--- config.mk ---
export PLATFORM = sky130hd
export DESIGN_NAME = pph_io
export DESIGN_NICKNAME = d
export VERILOG_FILES = /design/src/pph_pkg.sv /design/src/pph_io.sv
export VERILOG_INCLUDE_DIRS = /design/src
export SDC_FILE = /design/constraint.sdc
export NUM_CORES = 1
export LEC_CHECK = 0
export ABC_AREA = 0
export BUFFER_PORTS_ARGS = -buffer_cell sky130_fd_sc_hd__buf_2
export CAP_MARGIN = 20
export CELL_PAD_IN_SITES_DETAIL_PLACEMENT = 1
export CELL_PAD_IN_SITES_GLOBAL_PLACEMENT = 1
export CORE_ASPECT_RATIO = 1.5
export CORE_MARGIN = 5
export CORE_UTILIZATION = 46
export DETAILED_ROUTE_END_ITERATION = 6
export PLACE_DENSITY = 0.89
export SLEW_MARGIN = 40
export SYNTH_ARGS = -nofsm -noshare
export SYNTH_HDL_FRONTEND = slang
export SYNTH_SLANG_ARGS = --single-unit
--- constraint.sdc ---
create_clock -name clk -period 2.65 [get_ports clk]
set_input_delay 0.265 -clock clk [delete_from_list [all_inputs] [get_ports clk]]
set_output_delay 0.265 -clock clk [all_outputs]
set_load 0.1 [all_outputs]
--- src/pph_map.svh ---
`ifndef PPH_MAP_SVH
`define PPH_MAP_SVH
`define PPH_A_P0_DATA 8'h00
`define PPH_A_P1_DATA 8'h04
`define PPH_A_P4_DATA 8'h08
`define PPH_A_P0_DIR 8'h0C
`define PPH_A_P1_DIR 8'h10
`define PPH_A_HS_CTRL 8'h14
`define PPH_A_P1_ALT 8'h18
`define PPH_A_EDGE 8'h1C
`define PPH_A_PEND 8'h20
`define PPH_A_STAT 8'h24
`define PPH_F_LO_MODE 1:0
`define PPH_F_HI_MODE 3:2
`define PPH_F_JOINT 4
`define PPH_F_EXPAND 5
`define PPH_F_GPBUS 6
`define PPH_F_XI2_RISE 0
`define PPH_F_P12_FALL 1
`define PPH_F_P13_MODE 3:2
`define PPH_P4_STROBE_LOW_LANE 0
`define PPH_P4_STROBE_HIGH_LANE 1
`define PPH_P4_B12 2
`define PPH_P4_B13 3
`define PPH_P1_XI0 4
`define PPH_P1_XI1 5
`define PPH_P1_XI2 6
`define PPH_RST_DIR 16'h0000
`define PPH_RST_OUT 16'h0000
`define PPH_RST_ALT 7'h00
`define PPH_RST_P4 4'h0
`endif

--- src/pph_pkg.sv ---
package pph_pkg;
  typedef enum logic [1:0] {
    PPH_GP = 2'b00,
    PPH_IN = 2'b01,
    PPH_OUT = 2'b10,
    PPH_BIDIR = 2'b11
  } pph_mode_e;
  typedef enum logic [1:0] {
    PPH_E_RISE = 2'b00,
    PPH_E_FALL = 2'b01,
    PPH_E_BOTH = 2'b10
  } pph_edge_e;
  typedef struct packed {
    logic out_full;
    logic in_full;
    logic [7:0] in_data;
  } pph_lane_s;
  typedef struct packed {
    logic [15:0] out;
    logic [15:0] oe;
  } pph_pins_s;
  typedef struct packed {
    logic [15:0] p0_out;
    logic [15:0] p0_dir;
    logic [15:0] p1_out;
    logic [15:0] p1_dir;
    logic [6:0] p1_alt;
    logic [3:0] p4_out;
    pph_mode_e hs_lo;
    pph_mode_e hs_hi;
    logic joint;
    logic expand;
    logic gpbus;
    logic xi2_rise;
    logic p12_fall;
    pph_edge_e p13_mode;
    pph_lane_s [1:0] lane;
    logic [15:0] p0_s1;
    logic [15:0] p0_s2;
    logic [15:0] p1_s1;
    logic [15:0] p1_s2;
    logic [3:0] p4_s1;
    logic [3:0] p4_s2;
    logic [3:0] p4_d;
    logic [2:0] p1_d;
    logic [6:0] pend;
    logic xi0_ext;
    logic ack;
    logic [31:0] dat;
    pph_pins_s pins0;
    pph_pins_s pins1;
    logic [1:0] rdy;
  } pph_state_s;
endpackage : pph_pkg

--- src/pph_io.sv ---
// Functional notes
// - every port 0 bit is individually software programmable as input or output.
// - port 0 bytes set separately or jointly as input, output or bidirectional lanes; bidirectional on either byte makes both bytes bidirectional.
// - every port 1 bit has its own direction bit.
// - port 1 bits 0 to 6 may be handed to alternate functions.
// - selectable-edge interrupt fires on rising or falling edge, per software.
// - fixed-edge interrupt fires only on a falling pin edge.
// - low-level interrupt requests service while its pin stays low.
// - level interrupt is internally vectored, or fetched externally on expanded bus.
// - port 4 bits 8,9,14,15 are outputs only; bits 10 to 13 inputs only.
// - port 4 bits 10 and 11 interrupt on rising edges.
// - bit 12 interrupts rising or falling; bit 13 rising, falling or both.
// - in input mode pins are captured on the strobe's falling edge.
// - in bidirectional mode port 0 is driven only while high strobe is high.
// - in bidirectional mode high strobe falling edge acknowledges the output data.
// - in bidirectional mode low strobe falling edge latches input data.
// - output mode ready rises once software loaded the output register.
// - input mode ready is high while the input register is empty.
// - bidirectional high ready is high while output data awaits transfer.
// - bidirectional low ready is high while the input register is empty.
// - in expanded bus mode port 0 stops serving as handshake i/o.
//
// The placing of the registers and register access over Wishbone were left to the implementer.
`timescale 1ns/1ps
`include "pph_map.svh"
module pph_io (
  input wire logic clk,
  input wire logic srst,
  input wire logic wb_cyc_i,
  input wire logic wb_stb_i,
  input wire logic wb_we_i,
  input wire logic [7:0] wb_adr_i,
  input wire logic [3:0] wb_sel_i,
  input wire logic [31:0] wb_dat_i,
  output logic [31:0] wb_dat_o,
  output logic wb_ack_o,
  input wire logic [15:0] p0_in,
  output pph_pkg::pph_pins_s p0_pins,
  input wire logic [15:0] p1_in,
  output pph_pkg::pph_pins_s p1_pins,
  input wire logic strobe_low_lane,
  input wire logic strobe_high_lane,
  input wire logic port4_input_bit12,
  input wire logic port4_input_bit13,
  output logic ready_low_lane,
  output logic ready_high_lane,
  output logic [1:0] p4_gp_out,
  output logic [6:0] irq_pending,
  output logic xi0_vector_external
);
  import pph_pkg::*;

  pph_state_s s;
  pph_state_s n;

  function automatic logic [15:0] merge16(
    input logic [15:0] old,
    input logic [15:0] nw,
    input logic [1:0] sel
  );
    merge16 = {sel[1] ? nw[15:8] : old[15:8], sel[0] ? nw[7:0] : old[7:0]};
  endfunction : merge16

  function automatic logic lane_rdy(input pph_mode_e m, input pph_lane_s l);
    lane_rdy = (m == PPH_OUT) ? l.out_full : ~l.in_full;
  endfunction : lane_rdy

  always_comb begin
    logic req;
    logic wr;
    logic rd;
    logic [3:0] r4;
    logic [3:0] f4;
    logic r6;
    logic f6;
    logic f5;
    logic bidir;
    pph_mode_e [1:0] m;
    logic [15:0] p0_rd;
    logic [6:0] ev;
    logic [6:0] w1c;
    logic [31:0] rdat;
    int unsigned st;
    n = s;
    st = 0;
    p0_rd = 16'h0000;
    rdat = 32'h00000000;
    req = wb_cyc_i & wb_stb_i;
    // the access acts at the edge where the master sees ack
    wr = req & s.ack & wb_we_i;
    rd = req & s.ack & ~wb_we_i;
    // only the second stage feeds logic; the first may be metastable
    n.p0_s1 = p0_in;
    n.p0_s2 = s.p0_s1;
    n.p1_s1 = p1_in;
    n.p1_s2 = s.p1_s1;
    n.p4_s1 = {port4_input_bit13, port4_input_bit12, strobe_high_lane, strobe_low_lane};
    n.p4_s2 = s.p4_s1;
    n.p4_d = s.p4_s2;
    n.p1_d = s.p1_s2[6:4];
    r4 = s.p4_s2 & ~s.p4_d;
    f4 = ~s.p4_s2 & s.p4_d;
    r6 = s.p1_s2[`PPH_P1_XI2] & ~s.p1_d[2];
    f6 = ~s.p1_s2[`PPH_P1_XI2] & s.p1_d[2];
    f5 = ~s.p1_s2[`PPH_P1_XI1] & s.p1_d[1];
    m[0] = s.hs_lo;
    m[1] = s.joint ? s.hs_lo : s.hs_hi;
    bidir = (m[0] == PPH_BIDIR) || (m[1] == PPH_BIDIR);
    if (bidir) begin
      m[0] = PPH_BIDIR;
      m[1] = PPH_BIDIR;
    end
    n.pins0.out = s.p0_out;
    for (int i = 0; i < 2; i++) begin
      st = s.joint ? `PPH_P4_STROBE_LOW_LANE : (`PPH_P4_STROBE_LOW_LANE + i);
      if (rd && wb_adr_i == `PPH_A_P0_DATA && wb_sel_i[i]) begin
        n.lane[i].in_full = 1'b0;
      end
      unique case (m[i])
        PPH_GP: begin
          n.pins0.oe[8*i +: 8] = s.p0_dir[8*i +: 8];
          n.lane[i].out_full = 1'b0;
          n.lane[i].in_full = 1'b0;
        end
        PPH_IN: begin
          n.pins0.oe[8*i +: 8] = 8'h00;
          if (f4[st]) begin
            n.lane[i].in_full = 1'b1;
            n.lane[i].in_data = s.p0_s2[8*i +: 8];
          end
        end
        PPH_OUT: begin
          n.pins0.oe[8*i +: 8] = 8'hFF;
          if (r4[st]) begin
            n.lane[i].out_full = 1'b0;
          end
        end
        PPH_BIDIR: begin
          n.pins0.oe[8*i +: 8] = {8{s.p4_s2[`PPH_P4_STROBE_HIGH_LANE]}};
          if (f4[`PPH_P4_STROBE_HIGH_LANE]) begin
            n.lane[i].out_full = 1'b0;
          end
          if (f4[`PPH_P4_STROBE_LOW_LANE]) begin
            n.lane[i].in_full = 1'b1;
            n.lane[i].in_data = s.p0_s2[8*i +: 8];
          end
        end
      endcase
      // a load in the same cycle as an acknowledge leaves the lane full
      if (wr && wb_adr_i == `PPH_A_P0_DATA && wb_sel_i[i] &&
          (m[i] == PPH_OUT || m[i] == PPH_BIDIR)) begin
        n.lane[i].out_full = 1'b1;
      end
      if (s.expand) begin
        n.pins0.oe[8*i +: 8] = 8'h00;
      end
    end
    if (s.expand) begin
      n.rdy = s.p4_out[1:0];
    end else if (bidir) begin
      n.rdy[1] = s.lane[0].out_full | s.lane[1].out_full;
      n.rdy[0] = ~(s.lane[0].in_full | s.lane[1].in_full);
    end else begin
      n.rdy[0] = (m[0] == PPH_GP) ? s.p4_out[0] : lane_rdy(m[0], s.lane[0]);
      n.rdy[1] = (m[1] == PPH_GP || s.joint) ? s.p4_out[1] : lane_rdy(m[1], s.lane[1]);
    end
    n.pins1.out = s.p1_out;
    // alternate pins are released to their own function
    n.pins1.oe = s.p1_dir & ~{9'h000, s.p1_alt};
    ev = 7'h00;
    ev[0] = s.p1_alt[`PPH_P1_XI2] & (s.xi2_rise ? r6 : f6);
    ev[1] = s.p1_alt[`PPH_P1_XI1] & f5;
    ev[3] = r4[`PPH_P4_STROBE_LOW_LANE];
    ev[4] = r4[`PPH_P4_STROBE_HIGH_LANE];
    ev[5] = s.p12_fall ? f4[`PPH_P4_B12] : r4[`PPH_P4_B12];
    unique case (s.p13_mode)
      PPH_E_RISE: ev[6] = r4[`PPH_P4_B13];
      PPH_E_FALL: ev[6] = f4[`PPH_P4_B13];
      PPH_E_BOTH: ev[6] = r4[`PPH_P4_B13] | f4[`PPH_P4_B13];
      default: ev[6] = 1'b0;
    endcase
    w1c = (wr && wb_adr_i == `PPH_A_PEND && wb_sel_i[0]) ? wb_dat_i[6:0] : 7'h00;
    n.pend = (s.pend & ~w1c) | ev;
    // the level source follows the pin and cannot be cleared by software
    n.pend[2] = s.p1_alt[`PPH_P1_XI0] & ~s.p1_s2[`PPH_P1_XI0];
    n.xi0_ext = s.gpbus & s.expand & s.pend[2];
    if (wr) begin
      unique case (wb_adr_i)
        `PPH_A_P0_DATA: n.p0_out = merge16(s.p0_out, wb_dat_i[15:0], wb_sel_i[1:0]);
        `PPH_A_P1_DATA: n.p1_out = merge16(s.p1_out, wb_dat_i[15:0], wb_sel_i[1:0]);
        `PPH_A_P4_DATA: begin
          if (wb_sel_i[0]) begin
            n.p4_out = {wb_dat_i[7:6], wb_dat_i[1:0]};
          end
        end
        `PPH_A_P0_DIR: n.p0_dir = merge16(s.p0_dir, wb_dat_i[15:0], wb_sel_i[1:0]);
        `PPH_A_P1_DIR: n.p1_dir = merge16(s.p1_dir, wb_dat_i[15:0], wb_sel_i[1:0]);
        `PPH_A_HS_CTRL: begin
          if (wb_sel_i[0]) begin
            n.hs_lo = pph_mode_e'(wb_dat_i[`PPH_F_LO_MODE]);
            n.hs_hi = pph_mode_e'(wb_dat_i[`PPH_F_HI_MODE]);
            n.joint = wb_dat_i[`PPH_F_JOINT];
            n.expand = wb_dat_i[`PPH_F_EXPAND];
            n.gpbus = wb_dat_i[`PPH_F_GPBUS];
          end
        end
        `PPH_A_P1_ALT: begin
          if (wb_sel_i[0]) begin
            n.p1_alt = wb_dat_i[6:0];
          end
        end
        `PPH_A_EDGE: begin
          if (wb_sel_i[0]) begin
            n.xi2_rise = wb_dat_i[`PPH_F_XI2_RISE];
            n.p12_fall = wb_dat_i[`PPH_F_P12_FALL];
            n.p13_mode = pph_edge_e'(wb_dat_i[`PPH_F_P13_MODE]);
          end
        end
        default: begin
        end
      endcase
    end
    for (int i = 0; i < 2; i++) begin
      p0_rd[8*i +: 8] = (m[i] == PPH_IN || m[i] == PPH_BIDIR) ?
                        s.lane[i].in_data : s.p0_s2[8*i +: 8];
    end
    unique case (wb_adr_i)
      `PPH_A_P0_DATA: rdat = {16'h0000, p0_rd};
      `PPH_A_P1_DATA: rdat = {16'h0000, (s.p1_out & s.p1_dir) | (s.p1_s2 & ~s.p1_dir)};
      `PPH_A_P4_DATA: rdat = {24'h000000, s.p4_out[3:2], s.p4_s2, s.p4_out[1:0]};
      `PPH_A_P0_DIR: rdat = {16'h0000, s.p0_dir};
      `PPH_A_P1_DIR: rdat = {16'h0000, s.p1_dir};
      `PPH_A_HS_CTRL: rdat = {25'h0000000, s.gpbus, s.expand, s.joint, s.hs_hi, s.hs_lo};
      `PPH_A_P1_ALT: rdat = {25'h0000000, s.p1_alt};
      `PPH_A_EDGE: rdat = {28'h0000000, s.p13_mode, s.p12_fall, s.xi2_rise};
      `PPH_A_PEND: rdat = {25'h0000000, s.pend};
      `PPH_A_STAT: rdat = {26'h0000000, s.rdy, s.lane[1].in_full, s.lane[0].in_full,
                           s.lane[1].out_full, s.lane[0].out_full};
      default: rdat = 32'h00000000;
    endcase
    n.ack = req & ~s.ack;
    n.dat = (req & ~s.ack) ? rdat : 32'h00000000;
    if (srst) begin
      n = '0;
      n.p0_out = `PPH_RST_OUT;
      n.p1_out = `PPH_RST_OUT;
      n.p0_dir = `PPH_RST_DIR;
      n.p1_dir = `PPH_RST_DIR;
      n.p1_alt = `PPH_RST_ALT;
      n.p4_out = `PPH_RST_P4;
    end
  end

  always_ff @(posedge clk) begin
    s <= n;
  end

  assign wb_dat_o = s.dat;
  assign wb_ack_o = s.ack;
  assign p0_pins = s.pins0;
  assign p1_pins = s.pins1;
  assign ready_low_lane = s.rdy[0];
  assign ready_high_lane = s.rdy[1];
  assign p4_gp_out = s.p4_out[3:2];
  assign irq_pending = s.pend;
  assign xi0_vector_external = s.xi0_ext;
endmodule : pph_io

### Word level (Yosys, flattened, before mapping)

Cells that the tools add are included.

* $lt $le $gt $ge: 1
* equality and inequality tests: 25
* multiplexer cells: 37
* bitwise operators: 39
* reduce and logical (&&, ||, !) cells: 42

Operator list (number)
* $pmux 16 s10: 1
* $pmux 8 s4: 2
* $and 16x16->16: 3
* $reduce_and 3->1: 15
* $eq 8x5->1 const B: 4
* $mux 9: 3
* $eq 8x4->1 const B: 2
* $eq 8x6->1 const B: 2
* $mux 1: 16
* $mux 8: 2
* $not 16->16: 1
* $not 7->16: 1
* $or 16x16->16: 1
* $pmux 8 s2: 1
* $eq 2x2->1 const B: 7
* $and 1x1->1: 13
* $pmux 1 s3: 4
* $logic_and 1x1->1: 10
* $not 1->1: 10
* $and 4x4->4: 2
* $eq 8x3->1 const B: 1
* $logic_not 8->1: 1
* $not 4->4: 2
* $reduce_bool 4->1: 2
* 19 further kinds: 38

* register bits after elaboration: 292
* input port bits: 85
* output and inout bits: 109
* word-level logic and storage cells: 185

### Depth between registers and ports, before layout

Gate-level depths: netlist of run 1.

* word-level depth: 9
* gate-level depth with buffers: 8

### Least setup slack after synthesis of run 1

Ideal clock, no wire load.

* kind: register to register
* start: register s (netlist bit wb_ack_o)
* end: register s[228] in the netlist's numbering
* data arrival time: 2.328 ns
* data required time: 2.580 ns
* slack: 0.251 ns
* cell stages (with the launch flop): 8
* path buffers: 3
* clock period less this slack: 2.399 ns
* cells stage by stage: dfxtp_1 > and3_1 > and3_1 > clkbuf_1 > buf_2 > clkbuf_1 > nand3_1 > a21oi_1

* cells in the longest elaborated chain, start to end: 3

RTL lines
* start: declaration: RTL line pph_io.sv:53 `pph_state_s s;`
* start signal: assignment: RTL line pph_io.sv:255 `s <= n;`
* $and 1x1->1 (2 in a row): RTL line pph_io.sv:90 `wr = req & s.ack & wb_we_i;`
* $reduce_and 3->1 (no line)

Every way passes these cells.
A chain may end at the register's enable or synchronous reset.

### Final worst setup path of run 1

* start: register s (netlist bit wb_ack_o)
* end: register s[210] in the netlist's numbering

Same word-level chain as after synthesis.

==> results of run 1 <==
## layout by cell type, fill, tap and decap left out, types with 5 or more instances in the layout
master         Yosys  layout
dlygate4sd3_1      0      34
buf_4            108      34
a32o_1             5       5
dfxtp_1          275     274
and3_1             5       5
nor2_1            64      64
clkinv_2           0       5
buf_2             16     158
nor2b_1          121     121
clkbuf_16          0      25
a22o_1             5       5
a311oi_1           8       8
nand2_1          130     130
a22oi_1            9       9
o21ai_0           35      35
a21oi_1          104     104
conb_1             1      16
nand2b_1          12      12
nand3_1           57      57
a221oi_1           8       8
nor3_1            12      12
mux2_2            20      20
o22ai_1           20      20
nor3b_1           15      15
nand3b_1          11      11
mux2i_1           53      53
inv_1             24      24
## worst max path at each step
stage / endpoint / slack [ns]
after global placement: s[245] / 0.34
after global routing: irq_pending[1] / 0.33
final: s[210] / 0.41
after floorplan: s[228] / 0.25
after detailed placement: s[256] / 0.23
after CTS: irq_pending[1] / 0.43
## per-stage QoR
step | cells | hold WS, ns
4_1_cts | 1653 | 0.00737
3_5_place_dp | 1574 | 0.425
3_3_place_gp | 1574 | 0.421
2_1_floorplan | 1241 | 0.390
6_report | 1657 | 0.00582
5_1_grt | 1657 | 0.00802
## layer usage
layer  share of wire [%]  GRT usage [%]  up-vias
met2                  50           39.6      310
met5               0.040              0        -
met4                 4.4           9.63        2
li1                    -              -     4207
met1                  39           28.0     4281
met3                 6.1           2.80       83
## flip-flops by register name (all words and copies together), names as in the netlist
signal,cells
irq_pending,7
p0_pins,32
p1_pins,32
p4_gp_out,2
ready_high_lane,1
ready_low_lane,1
s,182
wb_ack_o,1
wb_dat_o,16
xi0_vector_external,1
## power groups by stage
stage                     clock network, mW  logic, mW  registers (mW)
after global routing                   4.07      0.505            4.22
after CTS                              3.91      0.468            4.22
after detailed placement                  0      0.429            4.31
after floorplan                           0      0.321            4.30
after global placement                    0      0.423            4.31
final                                  3.83      0.476            4.22
## repair_timing
item | in CTS | in global routing
endpoints found under the hold margin | 34 | 0
gates resized for setup | 0 | 0
hold buffers | 34 | 0
## kinds of logic (layout without fill, tap and decap cells)
group | after synthesis | count (layout)
DFF | 275 | 275
AOI/OAI and AO/OA | 214 | 214
other | 1 | 19
buffers and inverters | 208 | 297
and+or+nand+nor | 452 | 452
muxes | 74 | 74
adders and majority gates | 2 | 2
## final cells by class
cell class,instances,share of cell area (%)
repair buffers,228,11.0
multi-input cells,758,35.3
clock inverters,14,1.45
well taps,324,3.16
clock buffers,31,5.36
flip-flops and latches,275,42.9
inverters,24,0.702
diodes,3,0.0585
==> flow_summary.toml, run 1 <==
[drt]
totalWireLength_um = 32300
wl_per_cell_um = 19.5
drt_first_pass_iters = 5
drc = 0
viasPerCell = 5.36
vias = 8883
drt-initial-drc-count = 562
drtAntennaViolNets = 0

[grt]
grt_pass1_vias = 9178
grt_pass1_wl_um = 50200
grt_overflow = 0
grt_max_degree = 84
track_usage_pct = 22.8
grt_antenna_before_repair = 4

[timing]
clock.fmax_mhz = 446
maxSlewHeadroom_pct = 51.0
hold_viol = 0
final.setup_skew_ns = 0.0120
setup-tns-final_ns = 0
setup_viol = 0
finalCritPeriodShare_pct = 84.7
worst_slew_pin_slew_ns = 0.735
setup_ws_ns = 0.406
finalCriticalPeriod_ns = 2.24
slew_violations = 0
rsz0062_at_grt = "false"

[place]
dp_slack_ns = 0.231
port_buffers = 159
dp_hpwl_um = 23300
placed_area_um2 = 11600
place_congestion = 1.00

[cells_and_area]
register_area_um2 = 5510
fin_util_pct = 53.1
final_area_um2 = 12800
fill_cells = 2855
multi_input_area_um2 = 4530
drive_gt1_share_pct = 20.5
fin_nets = 1399
syn_to_final_growth_pct = 14.5

[synth]
synth.most_common_cell = "dfxtp_1"
synth_edf_count = 0
async_flop_share_pct = 0
yosys.area.top_type = "dfxtp_1"
synth_top_area_share_pct = 49.1
ys_top_cells_by_count = "dfxtp_1, nand2_1, nor2b_1"
yosys_warnings = 0
ys_ff_latch = 275
synth_xor_area_share_pct = 0
synth_adder_area_share_pct = 0.223
yosysSeqAreaShare_pct = 49.1
synthesis.area_um2 = 11200
synth.avg_cell_area_um2 = 9.14
synth.distinct_cells = 60
synth_compound_area_share_pct = 11.5
synth_ff_type = "dfxtp_1"
synthMuxAreaShare_pct = 6.94
synth_top_family_by_area = "simple AND/OR/NAND/NOR gates"
yosys-top-cells-area = "dfxtp_1, buf_4, nor2b_1, mux2i_1, a21oi_1"
synth-simple-area-share_pct = 21.1
netlist_instances = 1226

[min_path]
min_to = "s[121]"
whs_path_depth = 2
min-delay-path-class = "in -> reg"
hold_start = "port4_input_bit13"

[critical_path]
crit_buf_inv = 0
rr_endpoint = "s[210]"
path_depth = 5
start_kind = "flip-flop"
r2r_slack_ns = 0.41
cp_cell_sequence = "and3_1 -> and3_1 -> nand3_1 -> mux2i_1 -> nor2_1"
crit_top_cell = "and3_1"
startpoint = "wb_ack_o"
crit_type = "reg -> reg"
crit-reg2reg-launch = "wb_ack_o"
required_ns = 3.06
arrival_ns = 2.66
crit_family = "simple AND/OR/NAND/NOR gates"
critPathSlowestCell = "and3_1"
cp_max_fo = 12
crit_path_max_incr_delay_ns = 0.60
ff2ff_path_depth = 5
endpoint_kind = "flip-flop"

[clock_network]
cts_buffers = 25
cts_tree = "done"
htreeDepth = 1
cts-root-buf = "clkbuf_16"
cts.sinks = 275
worstSkewPairLatency_ns = 0.54
post_cts_buffers = 0
clockBufferDepth = 3
clk_pin_slew_ns = 0.07

[floorplanning]
io_pins = 194
fp-row-count = 70
start_util_pct = 46.4
dieArea_um2 = 27600
core_um2 = 24200
fp.dieW_um = 137
die_y_um = 201

[job]
cap_violations = 0

[pwr]
swShare_pct = 22.7
p_comb_share_pct = 5.6
power.internal_mw = 6.58
p_switching_mw = 1.94
finalPower_mw = 8.52
p_clk_share_pct = 44.9
seqPwrFrac_pct = 49.5
power.leakage_nw = 5.30
p_per_area_nw_per_um2 = 664
ir_drop_v = 0.000396

[run_status]
status = "finished, final reports clean"
No activity file was read; power rests on OpenSTA's default activity.
==> run 2: changes to the inputs <==
CORE_UTILIZATION = 38   (was 46)
PLACE_DENSITY = 0.79   (was 0.89)
clock period = 1.96 ns   (was 2.65 ns; I/O delays follow)
==> run 2 against run 1 <==
Critical path depth unchanged. Clock-buffer cell count rose by 7. Cell count increased by 7.0%. Design area up 3.7%. Core utilization fell by 7.6 points. Sequential power up 35%. Setup slack got worse by 0.34 ns.
==> flow_summary.toml, run 2 (synthesis gave the netlist of run 1 again) <==
[job]
cap_violations = 0

[critical_path]
start_kind = "flip-flop"
startpoint = "s[212]"
endpoint_kind = "flip-flop"
crit_type = "reg -> reg"
cp_max_fo = 29
required_ns = 2.32
arrival_ns = 2.25
r2r_slack_ns = 0.07
crit-reg2reg-launch = "s[212]"
ff2ff_path_depth = 5

[cells_and_area]
most-common-layout-cells = "dfxtp_1, buf_2, nand2_1, nor2b_1, a21oi_1"
drive_gt1_share_pct = 21.9
syn_to_final_growth_pct = 18.8
final_common_cell = "dfxtp_1"
largest_reg_flops = 182
fin_nets = 1441
largest-register = "s"

[timing]
finalCritPeriodShare_pct = 96.6
slew_violations = 0
hold_viol = 0
maxSlewHeadroom_pct = 47.8
rsz0062_at_grt = "false"
setup_viol = 0
finalCriticalPeriod_ns = 1.89
worst_slew_pin_slew_ns = 0.783
setup-tns-final_ns = 0
clock.fmax_mhz = 528
final.setup_skew_ns = 0.0240

[min_path]
min-delay-path-class = "in -> reg"
hold_start = "wb_dat_i[6]"
whs_path_depth = 3

[floorplanning]
die_y_um = 220
io_pins = 194
core_um2 = 29300
fp-row-count = 77
start_util_pct = 38.3
dieArea_um2 = 33100
fp.dieW_um = 150

[pwr]
power.leakage_nw = 5.51
ir_drop_v = 0.000549
finalPower_mw = 11.4
p_per_area_nw_per_um2 = 858

[drt]
totalWireLength_um = 33500
vias = 8847
drc = 0
wl_per_cell_um = 18.9
drt_first_pass_iters = 5
drtAntennaViolNets = 0
viasPerCell = 4.99
drt-initial-drc-count = 407

[grt]
grt_pass1_wl_um = 51100
grt_max_degree = 142
grt_pass1_vias = 9158
grt_overflow = 0
track_usage_pct = 19.7
grt_antenna_before_repair = 6

[place]
port_buffers = 159
place_congestion = 0.925
dp_hpwl_um = 24700

[clock_network]
worstSkewPairLatency_ns = 0.55
cts_tree = "done"
cts_buffers = 26
htreeDepth = 1
cts-root-buf = "clkbuf_16"
clk_pin_slew_ns = 0.07
clockBufferDepth = 3
cts.sinks = 275

[run_status]
status = "finished, final reports clean"
run 2: cell types whose count changed in the layout (fill, tap and decap cells not counted), sizes merged:
cell	previous run	this run
buf	194	223
bufinv	4	1
clkbuf	31	38
clkinvlp	2	1
diode	3	5
dlygate4sd3	34	46
inv	26	25
run 2: cell type report:
type | count | area (µm²)
fill | 3424 | 16000
multi-input combinational | 758 | 4530
clock buffer | 38 | 767
inverter | 24 | 90.1
timing repair buffer | 269 | 1820
tap | 395 | 494
antenna | 5 | 12.5
clock inverter | 9 | 86.3
sequential | 275 | 5510
run 2: worst paths after layout:
path | endpoint
setup / recovery | p0_pins[1]
hold / removal | s[282]
setup reg to reg | p0_pins[1]
hold reg to reg | s[154]
run 2: per-stage QoR:
stage | setup WS [ns] | util [%] | area [µm²] | cells | hold slack, ns
after floorplan | 0.0628 | - | 11300 | 1241 | 0.324
after global placement | 0.0549 | 40.9 | 12000 | 1675 | 0.408
after detailed placement | 0.0238 | 40.9 | 12000 | 1675 | 0.413
after CTS | 0.00928 | 45.4 | 13300 | 1768 | 0.0163
after global routing | 0.00709 | 45.4 | 13300 | 1772 | 0.0250
final | 0.0660 | 45.4 | 13300 | 1773 | 0.0320
run 2: power by group:
part | switching [mW] | internal [mW]
clock | 2.17 | 2.86
sequential | 0.0393 | 5.66
combinational | 0.451 | 0.236
run 2: worst max-delay path, stage by stage, from the launching register on:
cell and delay [ns]:
dfxtp_1 0.38, buf_12 0.19, nand3b_1 0.14, nand2_1 0.14, a21oi_1 0.67, a21oi_1 0.19
run 2: repair_timing:
item	in CTS	in global routing
hold endpoints to repair	73	0
gates resized for setup	0	2
setup buffers	0	0
hold buffers	46	0
endpoints found under the setup margin	0	29
run 2: routing by layer:
metal,global-route usage (%),wire [µm],up-vias
li1,-,-,4292
met3,2.50,1610,56
met5,0,20,-
met2,35.4,17000,256
met4,7.78,1120,2
met1,23.6,13700,4241
